==> src/shared/led_scan_pkg.sv <==
package led_scan_pkg;

  // register map
  localparam logic [7:0] MAIN_CTRL_ADDR = 8'hB1;
  localparam logic [7:0] GROUP_BRIGHT_ADDR = 8'hB2;

  // field positions in the main control register
  localparam int DUTY_POS = 6;
  localparam int PSC_POS = 4;
  localparam int HOLD_POS = 3;
  localparam int MAIN_BRIGHT_POS = 0;

  // field positions in the group brightness register
  localparam int SMOOTH_DIS_POS = 7;
  localparam int ODD_BRIGHT_POS = 4;
  localparam int EVEN_BRIGHT_POS = 0;

  // reset values
  localparam logic [1:0] DUTY_RST = 2'h0;
  localparam logic [1:0] PSC_RST = 2'h0;
  localparam logic HOLD_RST = 1'h0;
  localparam logic [2:0] BRIGHT_RST = 3'h4;
  localparam logic SMOOTH_DIS_RST = 1'h0;

  // prescaler divisors of the fast RC oscillator
  localparam logic [6:0] DIV_CODE0 = 7'h40;
  localparam logic [6:0] DIV_CODE1 = 7'h20;
  localparam logic [6:0] DIV_CODE2 = 7'h10;
  localparam logic [6:0] DIV_CODE3 = 7'h08;

  // scan geometry
  localparam logic [3:0] SLOTS_DUTY8 = 4'h8;
  localparam logic [3:0] SLOTS_DUTY9 = 4'h9;
  localparam logic [3:0] SLOTS_DUTY10 = 4'hA;
  localparam logic [2:0] SEGS_DUTY8 = 3'h4;
  localparam logic [2:0] SEGS_DUTY9 = 3'h5;
  localparam logic [2:0] SEGS_DUTY10 = 3'h6;
  localparam int SEG_LINES = 6;
  localparam int COMMON_SLOTS = 10;
  localparam int LED_COUNT = 48;
  localparam logic [5:0] GROUP_FIRST_LED = 6'h20;
  localparam logic [5:0] GROUP_LAST_LED = 6'h27;
  localparam logic [2:0] LAST_SUB_PHASE = 3'h7;

  typedef enum logic [1:0] {
    DUTY_OFF = 2'h0,
    DUTY_8 = 2'h1,
    DUTY_9 = 2'h2,
    DUTY_10 = 2'h3
  } duty_t;

  typedef enum logic [1:0] {
    ST_IDLE = 2'b01,
    ST_SCAN = 2'b10
  } scan_state_t;

  typedef struct packed {
    logic [7:0] addr;
    logic [7:0] wrData;
    logic wrStb;
    logic rdStb;
  } reg_req_t;

  typedef struct packed {
    logic [COMMON_SLOTS-1:0] commonLine;
    logic [SEG_LINES-1:0] segmentLine;
  } led_pins_t;

  function automatic logic [6:0] scan_divisor(input logic [1:0] code);
    case (code)
      2'h0: scan_divisor = DIV_CODE0;
      2'h1: scan_divisor = DIV_CODE1;
      2'h2: scan_divisor = DIV_CODE2;
      default: scan_divisor = DIV_CODE3;
    endcase
  endfunction : scan_divisor

endpackage : led_scan_pkg

==> src/rtl/scan_prescaler.sv <==
`timescale 1ns/1ps
module scan_prescaler (
  input wire logic sys_clk,
  input wire logic rst_b,
  input wire logic run,
  input wire logic fastRcTick,
  input wire logic [1:0] prescale,
  output logic scanTick
);
  import led_scan_pkg::*;

  logic [6:0] rcCount_ff;
  logic atEnd;

  // a shrinking divisor must not strand the counter above its end
  assign atEnd = (rcCount_ff >= scan_divisor(prescale) - 7'h01);
  assign scanTick = run && fastRcTick && atEnd;

  always_ff @(posedge sys_clk) begin
    if (!rst_b || !run) begin
      rcCount_ff <= 7'h00;
    end else if (fastRcTick) begin
      rcCount_ff <= atEnd ? 7'h00 : rcCount_ff + 7'h01;
    end
  end

endmodule : scan_prescaler

==> src/rtl/level_ramp.sv <==
`timescale 1ns/1ps
module level_ramp (
  input wire logic sys_clk,
  input wire logic rst_b,
  input wire logic [2:0] target,
  input wire logic smoothDis,
  input wire logic frameTick,
  output logic [2:0] level_ff
);
  import led_scan_pkg::*;

  always_ff @(posedge sys_clk) begin
    if (!rst_b) begin
      level_ff <= BRIGHT_RST;
    end else if (smoothDis) begin
      level_ff <= target;
    end else if (frameTick && level_ff < target) begin
      level_ff <= level_ff + 3'h1;
    end else if (frameTick && level_ff > target) begin
      level_ff <= level_ff - 3'h1;
    end
  end

endmodule : level_ramp

==> src/rtl/led_matrix_scan_control.sv <==
`timescale 1ns/1ps
// Operation
// - duty field off at 00, else selects duty
// - prescaler divides fast RC by 64/32/16/8
// - main level drives LEDs 0-31, 40-47
// - smoothing disable bit, clear means smooth
// - odd group level drives LEDs 33-39 odd
// - even group level drives LEDs 32-38 even
module led_matrix_scan_control (
  input wire logic sys_clk,
  input wire logic rst_b,
  input wire led_scan_pkg::reg_req_t regReq,
  output logic [7:0] rdData_ff,
  input wire logic fastRcTick,
  input wire logic [led_scan_pkg::LED_COUNT-1:0] ledOn,
  output led_scan_pkg::led_pins_t pins_ff
);
  import led_scan_pkg::*;

  logic [1:0] duty_ff;
  logic [1:0] psc_ff;
  logic hold_ff;
  logic [2:0] mainBright_ff;
  logic smoothDis_ff;
  logic [2:0] oddBright_ff;
  logic [2:0] evenBright_ff;
  scan_state_t state_ff;
  scan_state_t nxt_state;
  logic [2:0] subPhase_ff;
  logic [3:0] slot_ff;
  logic [3:0] slotCount;
  logic [2:0] segCount;
  logic scanTick;
  logic frameTick;
  logic [2:0] lvl [3];
  logic [2:0] tgt [3];
  logic [2:0] segLevel [SEG_LINES];
  logic [SEG_LINES-1:0] nxt_seg;
  logic wrMain;
  logic wrGroup;
  logic dutyNew;

  assign wrMain = regReq.wrStb && regReq.addr == MAIN_CTRL_ADDR;
  assign wrGroup = regReq.wrStb && regReq.addr == GROUP_BRIGHT_ADDR;
  assign dutyNew = wrMain && regReq.wrData[DUTY_POS +: 2] != duty_ff;

  always_ff @(posedge sys_clk) begin
    if (!rst_b) begin
      duty_ff <= DUTY_RST;
      psc_ff <= PSC_RST;
      hold_ff <= HOLD_RST;
      mainBright_ff <= BRIGHT_RST;
    end else if (wrMain) begin
      duty_ff <= regReq.wrData[DUTY_POS +: 2];
      psc_ff <= regReq.wrData[PSC_POS +: 2];
      hold_ff <= regReq.wrData[HOLD_POS];
      mainBright_ff <= regReq.wrData[MAIN_BRIGHT_POS +: 3];
    end
  end

  always_ff @(posedge sys_clk) begin
    if (!rst_b) begin
      smoothDis_ff <= SMOOTH_DIS_RST;
      oddBright_ff <= BRIGHT_RST;
      evenBright_ff <= BRIGHT_RST;
    end else if (wrGroup) begin
      smoothDis_ff <= regReq.wrData[SMOOTH_DIS_POS];
      oddBright_ff <= regReq.wrData[ODD_BRIGHT_POS +: 3];
      evenBright_ff <= regReq.wrData[EVEN_BRIGHT_POS +: 3];
    end
  end

  // read data stand for one cycle only; unmapped reads give zero
  always_ff @(posedge sys_clk) begin
    if (!rst_b || !regReq.rdStb) begin
      rdData_ff <= 8'h00;
    end else if (regReq.addr == MAIN_CTRL_ADDR) begin
      rdData_ff <= {duty_ff, psc_ff, hold_ff, mainBright_ff};
    end else if (regReq.addr == GROUP_BRIGHT_ADDR) begin
      rdData_ff <= {smoothDis_ff, oddBright_ff, 1'h0, evenBright_ff};
    end else begin
      rdData_ff <= 8'h00;
    end
  end

  always_comb begin
    case (duty_ff)
      DUTY_8: begin
        slotCount = SLOTS_DUTY8;
        segCount = SEGS_DUTY8;
      end
      DUTY_9: begin
        slotCount = SLOTS_DUTY9;
        segCount = SEGS_DUTY9;
      end
      DUTY_10: begin
        slotCount = SLOTS_DUTY10;
        segCount = SEGS_DUTY10;
      end
      default: begin
        slotCount = SLOTS_DUTY8;
        segCount = 3'h0;
      end
    endcase
  end

  always_comb begin
    case (state_ff)
      ST_IDLE: nxt_state = (duty_ff != DUTY_OFF) ? ST_SCAN : ST_IDLE;
      ST_SCAN: nxt_state = (duty_ff == DUTY_OFF) ? ST_IDLE : ST_SCAN;
      default: nxt_state = ST_IDLE;
    endcase
  end

  always_ff @(posedge sys_clk) begin
    if (!rst_b) begin
      state_ff <= ST_IDLE;
    end else begin
      state_ff <= nxt_state;
    end
  end

  scan_prescaler prescaler (
    .sys_clk(sys_clk),
    .rst_b(rst_b),
    .run(state_ff == ST_SCAN),
    .fastRcTick(fastRcTick),
    .prescale(psc_ff),
    .scanTick(scanTick)
  );

  assign frameTick = scanTick && subPhase_ff == LAST_SUB_PHASE &&
                     slot_ff == slotCount - 4'h1;

  always_ff @(posedge sys_clk) begin
    // a new duty restarts the scan so no slot sits past the last one
    if (!rst_b || state_ff != ST_SCAN || dutyNew) begin
      subPhase_ff <= 3'h0;
      slot_ff <= 4'h0;
    end else if (scanTick) begin
      subPhase_ff <= subPhase_ff + 3'h1;
      if (subPhase_ff == LAST_SUB_PHASE) begin
        slot_ff <= (slot_ff >= slotCount - 4'h1) ? 4'h0 : slot_ff + 4'h1;
      end
    end
  end

  assign tgt[0] = mainBright_ff;
  assign tgt[1] = oddBright_ff;
  assign tgt[2] = evenBright_ff;

  // one smoothing ramp per brightness group
  for (genvar g = 0; g < 3; g++) begin : gen_ramp
    level_ramp ramp (
      .sys_clk(sys_clk),
      .rst_b(rst_b),
      .target(tgt[g]),
      .smoothDis(smoothDis_ff),
      .frameTick(frameTick),
      .level_ff(lvl[g])
    );
  end

  // on-time grows with level: lit while sub-phase is at or below it
  for (genvar s = 0; s < SEG_LINES; s++) begin : gen_seg
    logic [5:0] ledNum;
    logic inGroup;
    assign ledNum = 6'(slot_ff * 6'h6 + 6'(s));
    assign inGroup = ledNum >= GROUP_FIRST_LED && ledNum <= GROUP_LAST_LED;
    assign segLevel[s] = !inGroup ? lvl[0] :
                         ledNum[0] ? lvl[1] : lvl[2];
    assign nxt_seg[s] = state_ff == ST_SCAN && 3'(s) < segCount &&
                        ledNum < 6'(LED_COUNT) && ledOn[ledNum] &&
                        subPhase_ff <= segLevel[s];
  end

  always_ff @(posedge sys_clk) begin
    if (!rst_b || state_ff != ST_SCAN) begin
      pins_ff <= '0;
    end else begin
      pins_ff.commonLine <= COMMON_SLOTS'(1) << slot_ff;
      pins_ff.segmentLine <= nxt_seg;
    end
  end

  // checks
  logic [6:0] rcSeen_ff;
  logic measValid_ff;

  always_ff @(posedge sys_clk) begin
    if (!rst_b || wrMain || state_ff != ST_SCAN) begin
      rcSeen_ff <= 7'h00;
      measValid_ff <= 1'b0;
    end else if (scanTick) begin
      rcSeen_ff <= 7'h00;
      measValid_ff <= 1'b1;
    end else if (fastRcTick) begin
      rcSeen_ff <= rcSeen_ff + 7'h01;
    end
  end
endmodule : led_matrix_scan_control

==> config.mk <==
export PLATFORM = sky130hd
export DESIGN_NAME = led_matrix_scan_control
export DESIGN_NICKNAME = d
export VERILOG_FILES = /design/src/shared/led_scan_pkg.sv /design/src/rtl/scan_prescaler.sv /design/src/rtl/level_ramp.sv /design/src/rtl/led_matrix_scan_control.sv
export SDC_FILE = /design/constraint.sdc
export NUM_CORES = 1
export LEC_CHECK = 0
export ABC_AREA = 0
export ABC_CLOCK_PERIOD_IN_PS = 4200
export BUFFER_PORTS_ARGS = -buffer_cell sky130_fd_sc_hd__buf_4
export CORE_MARGIN = 2
export CORE_UTILIZATION = 52
export DETAILED_ROUTE_END_ITERATION = 10
export PLACE_DENSITY = 0.77
export SETUP_SLACK_MARGIN = 0.4
export SLEW_MARGIN = 20
export SYNTH_ARGS = -nofsm -noshare
export SYNTH_HDL_FRONTEND = slang
export SYNTH_HIERARCHICAL = 1
export SYNTH_SLANG_ARGS = --single-unit
==> constraint.sdc <==
create_clock -name sys_clk -period 4.2 [get_ports sys_clk]
set_input_delay 0.42 -clock sys_clk [delete_from_list [all_inputs] [get_ports sys_clk]]
set_output_delay 0.42 -clock sys_clk [all_outputs]
set_load 0.05 [all_outputs]
* Word level (Yosys, flattened, before mapping)
Cells that the tools add are included.
** Word-level totals
- Register bits after elaboration :: 64
- Input bits :: 69
** Cells by class
- $add $sub $neg :: 16
- Multipliers :: 1
- Order comparisons :: 44
- Equality and inequality tests :: 13
- Shift operators :: 1
- Multiplexer cells :: 42
- Reduce and logical (&&, ||, !) cells :: 57
** Operators with widths (count)
- two-way mux 3 bit :: 20
- logical AND 1 bit :: 43
- less-than comparator 6 x 7 -> 1 bit, second input constant :: 6
- greater-or-equal comparator 6 bit, second input constant :: 6
- <= comparator 6 bit, second input constant :: 6
- less-than comparator 6 bit, second input constant :: 6
- binary-select mux 1 bit (select 6 bit) :: 5
- case mux 7 bit (3 select lines) :: 1
- <= comparator 3 bit :: 6
- equality test 8 bit, second input constant :: 2
- two-way mux 8 bit :: 2
- adder 3 x 1 -> 3 bit, second input constant :: 4
- adder 6 x 2 -> 6 bit, second input constant :: 2
- adder 6 x 3 -> 6 bit, second input constant :: 2
- << shifter 1 x 4 -> 10 bit, first input constant :: 1
- greater-than comparator 3 bit :: 3
- less-than comparator 3 bit :: 3
- case mux 3 bit (3 select lines) :: 1
- nonzero test 3 bit :: 3
- subtractor 3 x 1 -> 3 bit, second input constant :: 3
- equality test 2 bit, second input constant :: 4
- case mux 2 bit (2 select lines) :: 2
- adder 7 x 1 -> 7 bit, second input constant :: 1
- greater-or-equal comparator 7 bit :: 1
- other kinds (24) :: 41

* Longest topological paths before layout
Gate-level depths: netlist of run 1.
- Word-level depth :: 11
- Gate-level depth with buffers :: 17

* Cells and area by module
The synthesis of run 1 kept the hierarchy.
** Modules (own cells, without submodules)
- led_matrix_scan_control :: times used 1, cells each 398, area an instance 4230.3 sq um, sequential area each 960.9 sq um
- level_ramp at gen_ramp[0].ramp ... :: times used 2, cells each 33, area an instance 294.0 sq um, sequential area each 60.1 sq um
- scan_prescaler :: times used 1, cells each 48, area an instance 441.7 sq um, sequential area each 140.1 sq um
- level_ramp at gen_ramp[2].ramp :: times used 1, cells each 34, area an instance 284.0 sq um, sequential area each 60.1 sq um

* Worst setup path after synthesis of run 1
Ideal clock, no wire load.
- Path kind :: flip-flop to flip-flop
- Start point :: register psc_ff[1]
- End point :: register gen_ramp[1].ramp.level_ff[2]
- Library setup time :: 0.062 ns
- Data arrival time :: 3.954 ns
- Data required time :: 4.138 ns
- Path slack :: 0.185 ns
- Cell stages (with the launch flop) :: 16
- Period minus slack after synthesis :: 4.015 ns
- Cells stage by stage :: dfxtp_1 or2_2 ha_1 nand4_1 nor2_1 a31o_4 and2_1 clkbuf_1 nand2_1 nor3_1 and2b_4 nand3_2 fa_1 nand3b_1 or4b_1 nand3_1
** On the way
- Word-level cells in the longest chain between the ends :: 10
- Elaborated cells on any way between the ends :: 14
- Those cells by class :: 1 x add/sub; 1 x order compare; 2 x eq/ne; 3 x mux; 7 x reduce/logical
** Ends and longest elaborated chain
- start: declaration :: line led_matrix_scan_control.sv:21 : logic [1:0] psc_ff;
- start signal: assignment :: line led_matrix_scan_control.sv:55 : psc_ff <= regReq.wrData[PSC_POS +: 2];
- equality test 2 bit, or another cell as far along :: line led_scan_pkg.sv:70 : case (code)
- case mux 7 bit (3 select lines) * :: line led_scan_pkg.sv:70
- subtractor 7 x 1 -> 7 bit * :: line scan_prescaler.sv:16 : assign atEnd = (rcCount_ff >= scan_divisor(prescale) - 7'h01);
- greater-or-equal comparator 7 bit * :: line scan_prescaler.sv:16
- logical AND 1 bit * :: line scan_prescaler.sv:17 : assign scanTick = run && fastRcTick && atEnd;
- via scanTick :: line led_matrix_scan_control.sv:33 : logic scanTick;
- logical AND 1 bit * (2 in a row) :: line led_matrix_scan_control.sv:132 : assign frameTick = scanTick && subPhase_ff == LAST_SUB_PHASE &&
- via frameTick :: line led_matrix_scan_control.sv:34 : logic frameTick;
- logical AND 1 bit :: line level_ramp.sv:17 : end else if (frameTick && level_ff < target) begin
- two-way mux 3 bit :: line level_ramp.sv:17
- two-way mux 3 bit :: line level_ramp.sv:15 : end else if (smoothDis) begin
- end signal: assignment :: line level_ramp.sv:16 : level_ff <= target;
- end signal: assignment :: line level_ramp.sv:18 : level_ff <= level_ff + 3'h1;
- end signal: assignment :: line level_ramp.sv:20 : level_ff <= level_ff - 3'h1;
- end: declaration :: line level_ramp.sv:8 : output logic [2:0] level_ff
Mark *: on every way through the listed nets, which the timed path passes. The rest lies on a longest branch.
A chain may end at the register's enable or synchronous reset.

* Final worst setup path of run 1
- Start point :: register slot_ff[1]
- End point :: register pins_ff[5] (netlist name)
** On the way
- Word-level cells in the longest chain between the ends :: 7
- Elaborated cells on any way between the ends :: 13
- Those cells by class :: 1 x add/sub; 1 x mul; 4 x order compare; 3 x mux; 4 x reduce/logical
** Ends and longest elaborated chain
- start: declaration :: line led_matrix_scan_control.sv:30 : logic [3:0] slot_ff;
- start signal: assignment :: line led_matrix_scan_control.sv:143 : slot_ff <= (slot_ff >= slotCount - 4'h1) ? 4'h0 : slot_ff + 4'h1;
- multiplier 4 x 2 -> 5 bit * :: line led_matrix_scan_control.sv:168 : assign ledNum = 6'(slot_ff * 6'h6 + 6'(s));
- adder 6 x 3 -> 6 bit * :: line led_matrix_scan_control.sv:168
- greater-or-equal comparator 6 bit / <= comparator 6 bit (equally long branches) :: line led_matrix_scan_control.sv:169 : assign inGroup = ledNum >= GROUP_FIRST_LED && ledNum <= GROUP_LAST_LED;
- logical AND 1 bit :: line led_matrix_scan_control.sv:169
- two-way mux 3 bit :: line led_matrix_scan_control.sv:170 : assign segLevel[s] = !inGroup ? lvl[0] :
- <= comparator 3 bit (not written as such) :: line led_matrix_scan_control.sv:174 : subPhase_ff <= segLevel[s];
- logical AND 1 bit * :: line led_matrix_scan_control.sv:173 : ledNum < 6'(LED_COUNT) && ledOn[ledNum] &&
- end: declaration :: line led_matrix_scan_control.sv:16 : output led_scan_pkg::led_pins_t pins_ff
Mark *: on every way between the ends. The rest lies on a longest branch, timed or not. The select of a mux whose other input is x is not followed.

==> results.yml, run 1 <==
timing:
  setup_viol: 0
  hold_viol_final: 0
  worst_pin_slew_ps: 604
  maxSlewHeadroom_pct: 59.7
  fmax_mhz: 279
  slew_violations: 0
  setup-tns-final_ps: 0
  fin_crit_sh_pct: 85.3
  grt_setup_unrepaired: "no"
  finalCriticalPeriod_ps: 3580
  finClkSkew_ps: 12.9
floorplan:
  coreArea_um2: 10300
  die_h_um: 107
  start_util_pct: 53.7
  die-area_um2: 11500
  pin_count: 93
  row_count: 37
  die_w_um: 107
setup_path:
  cp.arrival_ps: 3860
  r2r-end: "pins_ff[5]"
  cp_num_cells: 14
  worstPathRequired_ps: 4480
  endpoint: "pins_ff[5]"
  path_cells: "ha_2 > fa_2 > ha_1 > a21boi_0 > mux2i_1 > nor3_2 > o21ai_2 > mux2i_1 > ha_1 > nor2b_1 > o21ai_0 > a32oi_2 > nor3_1 > a32o_1"
  critPathBufInv: 0
  path_max_fanout: 9
  crit_path_top_delay_cell: "fa_2"
  rr_worst_depth: 14
  rrSetupSlack_ps: 620
  worstSetupPathType: "reg2reg"
  crit_family: "adder cells"
  crit_start: "slot_ff[1]"
  crit_path_start_kind: "flop"
  cpPeakStageDelay_ps: 460
  end_kind: "flop"
  rr_startpoint: "slot_ff[1]"
finish:
  nets: 764
  n_antenna_cell: 0
  stdcell_area_um2: 6640
  area_delta_synth_final_pct: 19.7
  final_common_cell: "buf_4"
  drive_gt1_share_pct: 31.7
  mostFrequentLayoutCells: "buf_4 (102), dfxtp_1 (62), ha_1 (53)"
power:
  switchingPower_mw: 0.279
  seqPwrFrac_pct: 45.8
  p_per_area_nw_per_um2: 200
  ir_drop_v: 0.000128
  combPwrFrac_pct: 9.2
  p_int_mw: 1.05
  pwr-share-clk_pct: 45.0
  swShare_pct: 21.0
  power.leakage_nw: 2.87
global_route:
  met1_usage_pct: 32.0
  grt_pass1_vias: 4664
  met2_usage_pct: 40.2
  grt_pass1_wl_mm: 22.5
  busiest_layer: "met2"
  use_met3_pct: 3.93
  grt-ovfl-total: 0
  antenna_found_initial: 0
  groute.usage.overall_pct: 24.2
  grt_max_degree: 38
synthesis:
  synth_edf_count: 0
  yosysSeqAreaShare_pct: 23.1
  ys_top_cells_by_area: "dfxtp_1 (23%), mux4_2 (14%), ha_1 (12%), mux2i_1 (8.1%), nor2b_1 (2.4%)"
  yosysWarningCount: 6
  async_flop_share_pct: 0
  avgSynthCellArea_um2: 10.2
  ys_types: 70
  synth.cell_area_um2: 5540
  synth_ff_type: "dfxtp_1"
  netlist.area_leader.share_pct: 23.1
  ys_seq_elements: 64
  syn_nets: 674
  netlist.top_cell.by_area: "dfxtp_1"
  syn_inst: 546
clocking:
  clock_insertion_delay_worst_skew_ps: 340
  ctsRootBufferMaster: "clkbuf_8"
  clkSinkCount: 64
  clk_pin_slew_ps: 80
  cts_made_buffers: 9
  cts_tree: "done"
  clockBufferDepth: 2
  cts_max_level: 3
drt:
  routed_via_density: 6.08
  avgRoutedWirePerCell_um: 17.4
  drc_errors: 0
  drt_iter0_markers: 353
  postRouteAntennaNets: 0
  via_count: 4716
  dr.pass1.iters: 4
  routed_wl_mm: 13.5
placed_design:
  hpwlAfterDp_mm: 10.5
  port_buffers: 92
  place_congestion: 0.873
  placed_area_um2: 6340
job:
  max_cap_viol_count: 0
min_path:
  hp-class: "in2reg"
  hold_start: "regReq[4]"
  whs_path_depth: 3
status:
  status: "finished clean"
-- flip-flops by register name, summed over array words and instances, names as in the netlist, 3 cells and up --
signal,cells
evenBright_ff,3
gen_ramp.ramp/level_ff,9
mainBright_ff,3
oddBright_ff,3
pins_ff,16
prescaler/rcCount_ff,7
rdData_ff,8
slot_ff,4
subPhase_ff,3
-- power by group through the flow --
stage	clock network [mW]	logic, mW	registers [mW]
6_report	0.596	0.122	0.607
5_1_grt	0.629	0.130	0.607
4_1_cts	0.603	0.121	0.607
3_5_place_dp	0	0.120	0.621
3_3_place_gp	0	0.116	0.621
2_1_floorplan	0	0.0499	0.621
-- metal layers --
| metal | vias up | wire length [um] | part of all wire [%] |
|---|---|---|---|
| met1 | 2336 | 5800 | 43 |
| met3 | 22 | 635 | 4.7 |
| li1 | 2240 | - | - |
| met4 | 0 | 281 | 2.1 |
| met5 | - | 0 | 0 |
| met2 | 118 | 6760 | 50 |
-- cells in the mapped netlist, types with 3 or more instances --
cell and instances:
inv_1 27, nand3_1 24, o2111a_1 5, mux4_2 35
nor3_1 9, nand3b_1 9, nand4_1 16, xor2_1 9
dfxtp_1 64, xnor2_1 5, buf_2 6, o21a_1 4
nand3_2 4, buf_6 4, a211oi_2 3, ha_1 55
a211oi_1 3, a32oi_2 3, or2_2 3, nand2_1 31
buf_4 4, a21oi_1 11, o211ai_1 3, fa_1 4
nor3_2 3, and3_1 16, a22oi_1 7, a32o_1 3
clkbuf_1 11, nor2_1 26, a31oi_1 3, mux2_2 3
o21ai_0 14, nor2b_1 21, and2_1 5, mux2i_1 45
nor3b_1 3, mux2_1 3
-- worst min-delay path by stage --
stage,endpoint,slack (ps)
after floorplan,rdData_ff[3],470
after global placement,rdData_ff[3],470
after detailed placement,rdData_ff[3],490
after CTS,evenBright_ff[2],290
after global routing,evenBright_ff[2],300
final,evenBright_ff[2],300
-- area by class of cell --
type,count,area [um2]
clock buffer,12,155
clock inverter,3,65.1
fill,853,3690
inverter,29,109
multi-input combinational,428,4070
sequential,64,1280
tap,136,170
timing repair buffer,104,788
-- through the flow --
stage	utilization, %	total power [mW]	hold slack, ps	worst slack (ps)	cells
2_1_floorplan	-	0.671	466	469	546
3_3_place_gp	61.4	0.738	472	463	759
3_5_place_dp	61.4	0.742	492	382	759
4_1_cts	63.6	1.33	293	468	774
5_1_grt	64.3	1.37	305	421	776
6_report	64.3	1.33	304	616	776
-- worst min-delay path: stages --
cell	delay (ps)
buf_4	80
mux2i_1	50
nand2_1	60
-- cells by family (layout without fill, tap and decap cells) --
| logic type | after synthesis | in the layout | share of synthesized area [%] |
|---|---|---|---|
| buffers and inverters | 54 | 148 | 4.60 |
| XOR/XNOR | 18 | 18 | 3.70 |
| AO/OA/AOI/OAI | 78 | 78 | 11.1 |
| flip-flops | 64 | 64 | 23.1 |
| AND/OR/NAND/NOR | 183 | 183 | 19.0 |
| adder cells (fa/ha/maj) | 59 | 59 | 13.9 |
| multiplexers | 89 | 89 | 24.6 |
| other | 1 | 1 | 0.0676 |
-- repair_timing --
item | CTS | global route
buffers inserted | 0 | 2
pin swaps | 0 | 0
setup endpoints to repair | 4 | 7
cloned | 0 | 0
gates resized for setup | 2 | 14
hold buffers | 0 | 0
No activity file was read; power rests on OpenSTA's default activity.
==> run 2: changes to the inputs <==
--- a/config.mk
+++ b/config.mk
@@ -6,12 +6,12 @@
 export NUM_CORES = 1
 export LEC_CHECK = 0
 export ABC_AREA = 0
-export ABC_CLOCK_PERIOD_IN_PS = 4200
+export ABC_CLOCK_PERIOD_IN_PS = 3300
 export BUFFER_PORTS_ARGS = -buffer_cell sky130_fd_sc_hd__buf_4
 export CORE_MARGIN = 2
-export CORE_UTILIZATION = 52
+export CORE_UTILIZATION = 53
 export DETAILED_ROUTE_END_ITERATION = 10
-export PLACE_DENSITY = 0.77
+export PLACE_DENSITY = 0.75
 export SETUP_SLACK_MARGIN = 0.4
 export SLEW_MARGIN = 20
 export SYNTH_ARGS = -nofsm -noshare
==> constraint.sdc (replaced) <==
create_clock -name sys_clk -period 3.3 [get_ports sys_clk]
set_input_delay 0.33 -clock sys_clk [delete_from_list [all_inputs] [get_ports sys_clk]]
set_output_delay 0.33 -clock sys_clk [all_outputs]
set_load 0.05 [all_outputs]
==> run 2 against run 1 <==
Combinational power up 27%. Clock skew down 5.0 ps. Utilization up 6.5 points. Hold slack worse by 100 ps. Final cell count up 6.3%. Cell area up 9.2%. Largest power group unchanged.
==> results.yml, run 2 (same netlist as run 1, synthesis figures left out) <==
status:
  status: "finished clean"
min_path:
  hp-class: "in2reg"
  whs_path_depth: 3
  hold_start: "regReq[4]"
  worstHoldEndpoint: "evenBright_ff[2]"
clocking:
  clk_pin_slew_ps: 70
  ctsRootBufferMaster: "clkbuf_8"
  clockBufferDepth: 2
  clock_insertion_delay_worst_skew_ps: 350
  cts_made_buffers: 9
  cts_max_level: 3
  clkSinkCount: 64
  cts_tree: "done"
drt:
  routed_wl_mm: 14.3
  dr.pass1.iters: 4
  via_count: 4938
  avgRoutedWirePerCell_um: 17.4
  drt_iter0_markers: 294
  routed_via_density: 5.99
  drc_errors: 0
  postRouteAntennaNets: 0
timing:
  finClkSkew_ps: 7.88
  fin_ws_ps: 49.5
  fin_crit_sh_pct: 98.5
  maxSlewHeadroom_pct: 56.8
  slew_violations: 0
  worst_pin_slew_ps: 647
  grt_setup_unrepaired: "yes"
  finalCriticalPeriod_ps: 3250
  hold_viol_final: 0
  setup_viol: 0
  setup-tns-final_ps: 0
  fmax_mhz: 308
setup_path:
  cp.arrival_ps: 3490
  end_kind: "flop"
  path_max_fanout: 5
  rr_startpoint: "slot_ff[1]"
  rr_worst_depth: 13
  crit_path_start_kind: "flop"
  r2r-end: "pins_ff[4]"
  worstPathRequired_ps: 3540
  rrSetupSlack_ps: 50
  worstSetupPathType: "reg2reg"
  crit_start: "slot_ff[1]"
placed_design:
  port_buffers: 92
  pre_cts_ws_ps: -62.8
  placed_area_um2: 6620
  hpwlAfterDp_mm: 10.5
  place_congestion: 0.926
floorplan:
  die_h_um: 106
  coreArea_um2: 10200
  row_count: 37
  start_util_pct: 54.2
  die-area_um2: 11300
  pin_count: 93
  die_w_um: 106
global_route:
  groute.usage.overall_pct: 25.3
  grt_pass1_vias: 4916
  grt_pass1_wl_mm: 23.1
  grt_max_degree: 38
  antenna_found_initial: 0
  grt-ovfl-total: 0
job:
  max_cap_viol_count: 0
finish:
  drive_gt1_share_pct: 41.1
  nets: 813
  stdcell_area_um2: 7250
  n_antenna_cell: 0
  fillers: 747
  final_util_pct: 70.8
  largest_register_ffs: 16
  top_regs: "pins_ff x16, gen_ramp.ramp/level_ff x9, rdData_ff x8"
  final_common_cell: "buf_4"
  area_delta_synth_final_pct: 30.7
  regMostFlops: "pins_ff"
  mostFrequentLayoutCells: "buf_4 (146), dfxtp_1 (59), ha_1 (47)"
power:
  ir_drop_v: 0.000221
  power.leakage_nw: 3.14
  p_per_area_nw_per_um2: 210
[run 2: per-stage QoR]
| stage | hold slack [ps] | power (mW) | cells |
|---|---|---|---|
| 2_1_floorplan | 455 | 0.854 | 546 |
| 3_3_place_gp | 479 | 0.938 | 774 |
| 3_5_place_dp | 482 | 0.942 | 774 |
| 4_1_cts | 193 | 1.54 | 808 |
| 5_1_grt | 208 | 1.58 | 825 |
| 6_report | 203 | 1.52 | 825 |
[run 2: metal layers]
layer	global-route usage [%]	up-vias	routed length, um
li1	-	2336	-
met1	31.7	2429	5960
met2	44.4	153	7430
met3	3.99	20	707
met4	8.65	0	219
met5	0	-	0
[run 2: worst max path at each step]
stage	to
after floorplan	gen_ramp[1].ramp/level_ff[2]
after CTS	pins_ff[4]
final	pins_ff[4]
after global routing	pins_ff[4]
after global placement	pins_ff[5]
after detailed placement	gen_ramp[1].ramp/level_ff[2]
[run 2: final cells by class]
cell class	instances	area (um2)	area share, %
Clock buffer	9	124	1.71
Clock inverter	6	46.3	0.639
Inverter	29	115	1.59
Multi-Input combinational cell	428	4320	59.7
Sequential cell	64	1290	17.8
Tap cell	136	170	2.35
Timing Repair Buffer	153	1170	16.2
[run 2: where the power goes]
group / switching, mW / internal, mW
registers: 0.000616 / 0.770
logic: 0.0571 / 0.0980
clock network: 0.326 / 0.271
[run 2: repair_timing]
action	4_1_cts	5_1_grt
hold buffers	0	0
buffers inserted	19	17
gates resized for setup	30	11
setup endpoints to repair	12	11
pin swaps	28	25
[run 2: critical path: stages (launching register included)]
cell and delay (ps):
dfxtp_4 360, buf_6 130, fa_2 660, ha_4 170, a21boi_2 150, mux2i_1 100, nor3_2 210, o21ba_4 210
buf_4 110, mux2i_1 220, ha_1 310, a32oi_2 240, nor3_1 80, a32o_1 210
==> run 3: changes to the inputs <==
--- a/config.mk
+++ b/config.mk
@@ -10,6 +10,7 @@
 export BUFFER_PORTS_ARGS = -buffer_cell sky130_fd_sc_hd__buf_4
 export CORE_MARGIN = 2
 export CORE_UTILIZATION = 53
+export CTS_BUF_LIST = sky130_fd_sc_hd__clkbuf_4
 export DETAILED_ROUTE_END_ITERATION = 10
 export PLACE_DENSITY = 0.75
 export SETUP_SLACK_MARGIN = 0.4
==> run 3 against run 2 <==
Sequential share of layout area increased by 0.14 points. Non-clock buffer count increased by 1. Worst setup slack got worse by 21 ps. Critical path depth unchanged. Hold slack got worse by 66 ps. Count of clock-buffer cells in the layout unchanged. Die area unchanged. Register-to-register slack got worse by 20 ps.
==> results.yml, run 3 (same netlist as run 1, synthesis figures left out) <==
status:
  status: "finished clean"
finish:
  regMostFlops: "pins_ff"
  largest_register_ffs: 16
  final_util_pct: 70.4
  top_regs: "pins_ff x16, gen_ramp.ramp/level_ff x9, rdData_ff x8"
  regArea_um2: 1290
  multi_input_area_um2: 4320
  mostFrequentLayoutCells: "buf_4 (147), dfxtp_1 (58), ha_1 (47)"
  drive_gt1_share_pct: 41.3
  area_delta_synth_final_pct: 29.8
  final_common_cell: "buf_4"
  stdcell_area_um2: 7200
  n_antenna_cell: 0
  fillers: 764
  nets: 814
  instances_no_fill: 826
power:
  power.leakage_nw: 3.13
  p_per_area_nw_per_um2: 193
  ir_drop_v: 0.000211
  p_total_mw: 1.39
timing:
  fin_crit_sh_pct: 99.2
  fmax_mhz: 306
  setup_viol: 0
  hold_viol_final: 0
  worst_pin_slew_ps: 654
  slew_violations: 0
  maxSlewHeadroom_pct: 56.4
  finalCriticalPeriod_ps: 3270
  finClkSkew_ps: 13.8
  grt_setup_unrepaired: "yes"
placed_design:
  hpwlAfterDp_mm: 10.5
  port_buffers: 92
  placed_area_um2: 6620
  dp.cells: 774
  place_congestion: 0.926
setup_path:
  rrSetupSlack_ps: 30
  worstSetupPathType: "reg2reg"
  crit_path_start_kind: "flop"
  worstPathRequired_ps: 3620
  end_kind: "flop"
  cp.arrival_ps: 3590
  path_max_fanout: 5
clocking:
  clk_pin_slew_ps: 110
  hold_buffers: 0
  cts_made_buffers: 9
  clockBufferDepth: 2
  cts_max_level: 3
  clkSinkCount: 64
  cts_tree: "done"
  ctsRootBufferMaster: "clkbuf_4"
  clock_insertion_delay_worst_skew_ps: 420
global_route:
  antenna_found_initial: 0
  grt-ovfl-total: 0
  grt_max_degree: 38
  groute.usage.overall_pct: 25.3
  grt_pass1_wl_mm: 23.1
  grt_pass1_vias: 4942
drt:
  via_count: 4952
  routed_via_density: 6.00
  drc_errors: 0
  postRouteAntennaNets: 0
  routed_wl_mm: 14.4
  drt_iter0_markers: 234
  avgRoutedWirePerCell_um: 17.5
  dr.pass1.iters: 5
job:
  max_cap_viol_count: 0
floorplan:
  start_util_pct: 54.2
  die-area_um2: 11300
  coreArea_um2: 10200
  die_h_um: 106
  row_count: 37
  die_w_um: 106
  pin_count: 93
min_path:
  hp-class: "in2reg"
==> run 3: cell types whose count changed in the layout (fill, tap and decap cells not counted), sizes merged <==
| cell | previous run | this run |
|---|---|---|
| buf | 153 | 154 |
==> run 3: stage by stage <==
stage	TNS (ps)	hold slack, ps	setup WS [ps]
floorplan	-61.5	455	-61.5
global placement	0	479	42.2
detailed placement	-152	482	-62.8
CTS	0	130	36.4
global route	-353	129	-111
finish	0	137	28.0
==> run 3: what timing repair did <==
action                                  CTS  global route
pin swaps                                28            25
setup buffers                            19            18
endpoints found under the setup margin   12            11
resized for setup                        30            12
==> run 3: final cells by class <==
class | instances | area share, %
repair buffers | 154 | 16.4
multi-input cells | 428 | 60.1
clock inverters | 6 | 0.643
flip-flops and latches | 64 | 18.0
well taps | 136 | 2.36
inverters | 29 | 1.60
clock buffers | 9 | 0.939
==> run 3: critical path: stages (launching register included) <==
cell and delay [ps]:
dfxtp_4 370, buf_6 130, fa_2 660, ha_4 170
a21boi_2 150, mux2i_1 100, nor3_2 210, o21ba_4 220
buf_4 110, mux2i_1 230, ha_1 310, a32oi_2 240
nor3_1 80, a32o_1 210
==> run 3: report_power, final <==
part	switching, mW	internal [mW]	leakage [nW]	total [mW]
sequential	0.000619	0.771	0.519	0.771
combinational	0.0570	0.0980	2.55	0.155
clock	0.312	0.154	0.0584	0.466
==> run 3: worst paths after layout <==
path | depth (start not counted) | from | end
worst max-delay path | 13 | slot_ff[1] | pins_ff[4]
worst min register to register | 1 | hold_ff | rdData_ff[3]
worst max register to register | 13 | slot_ff[1] | pins_ff[4]
worst min-delay path | 3 | regReq[4] | evenBright_ff[2]
==> run 3: per-layer routing <==
metal	GRT usage [%]	part of all wire, %
met1	31.7	41
met2	44.5	52
met3	4.72	5.2
met4	6.95	1.6
met5	0	0
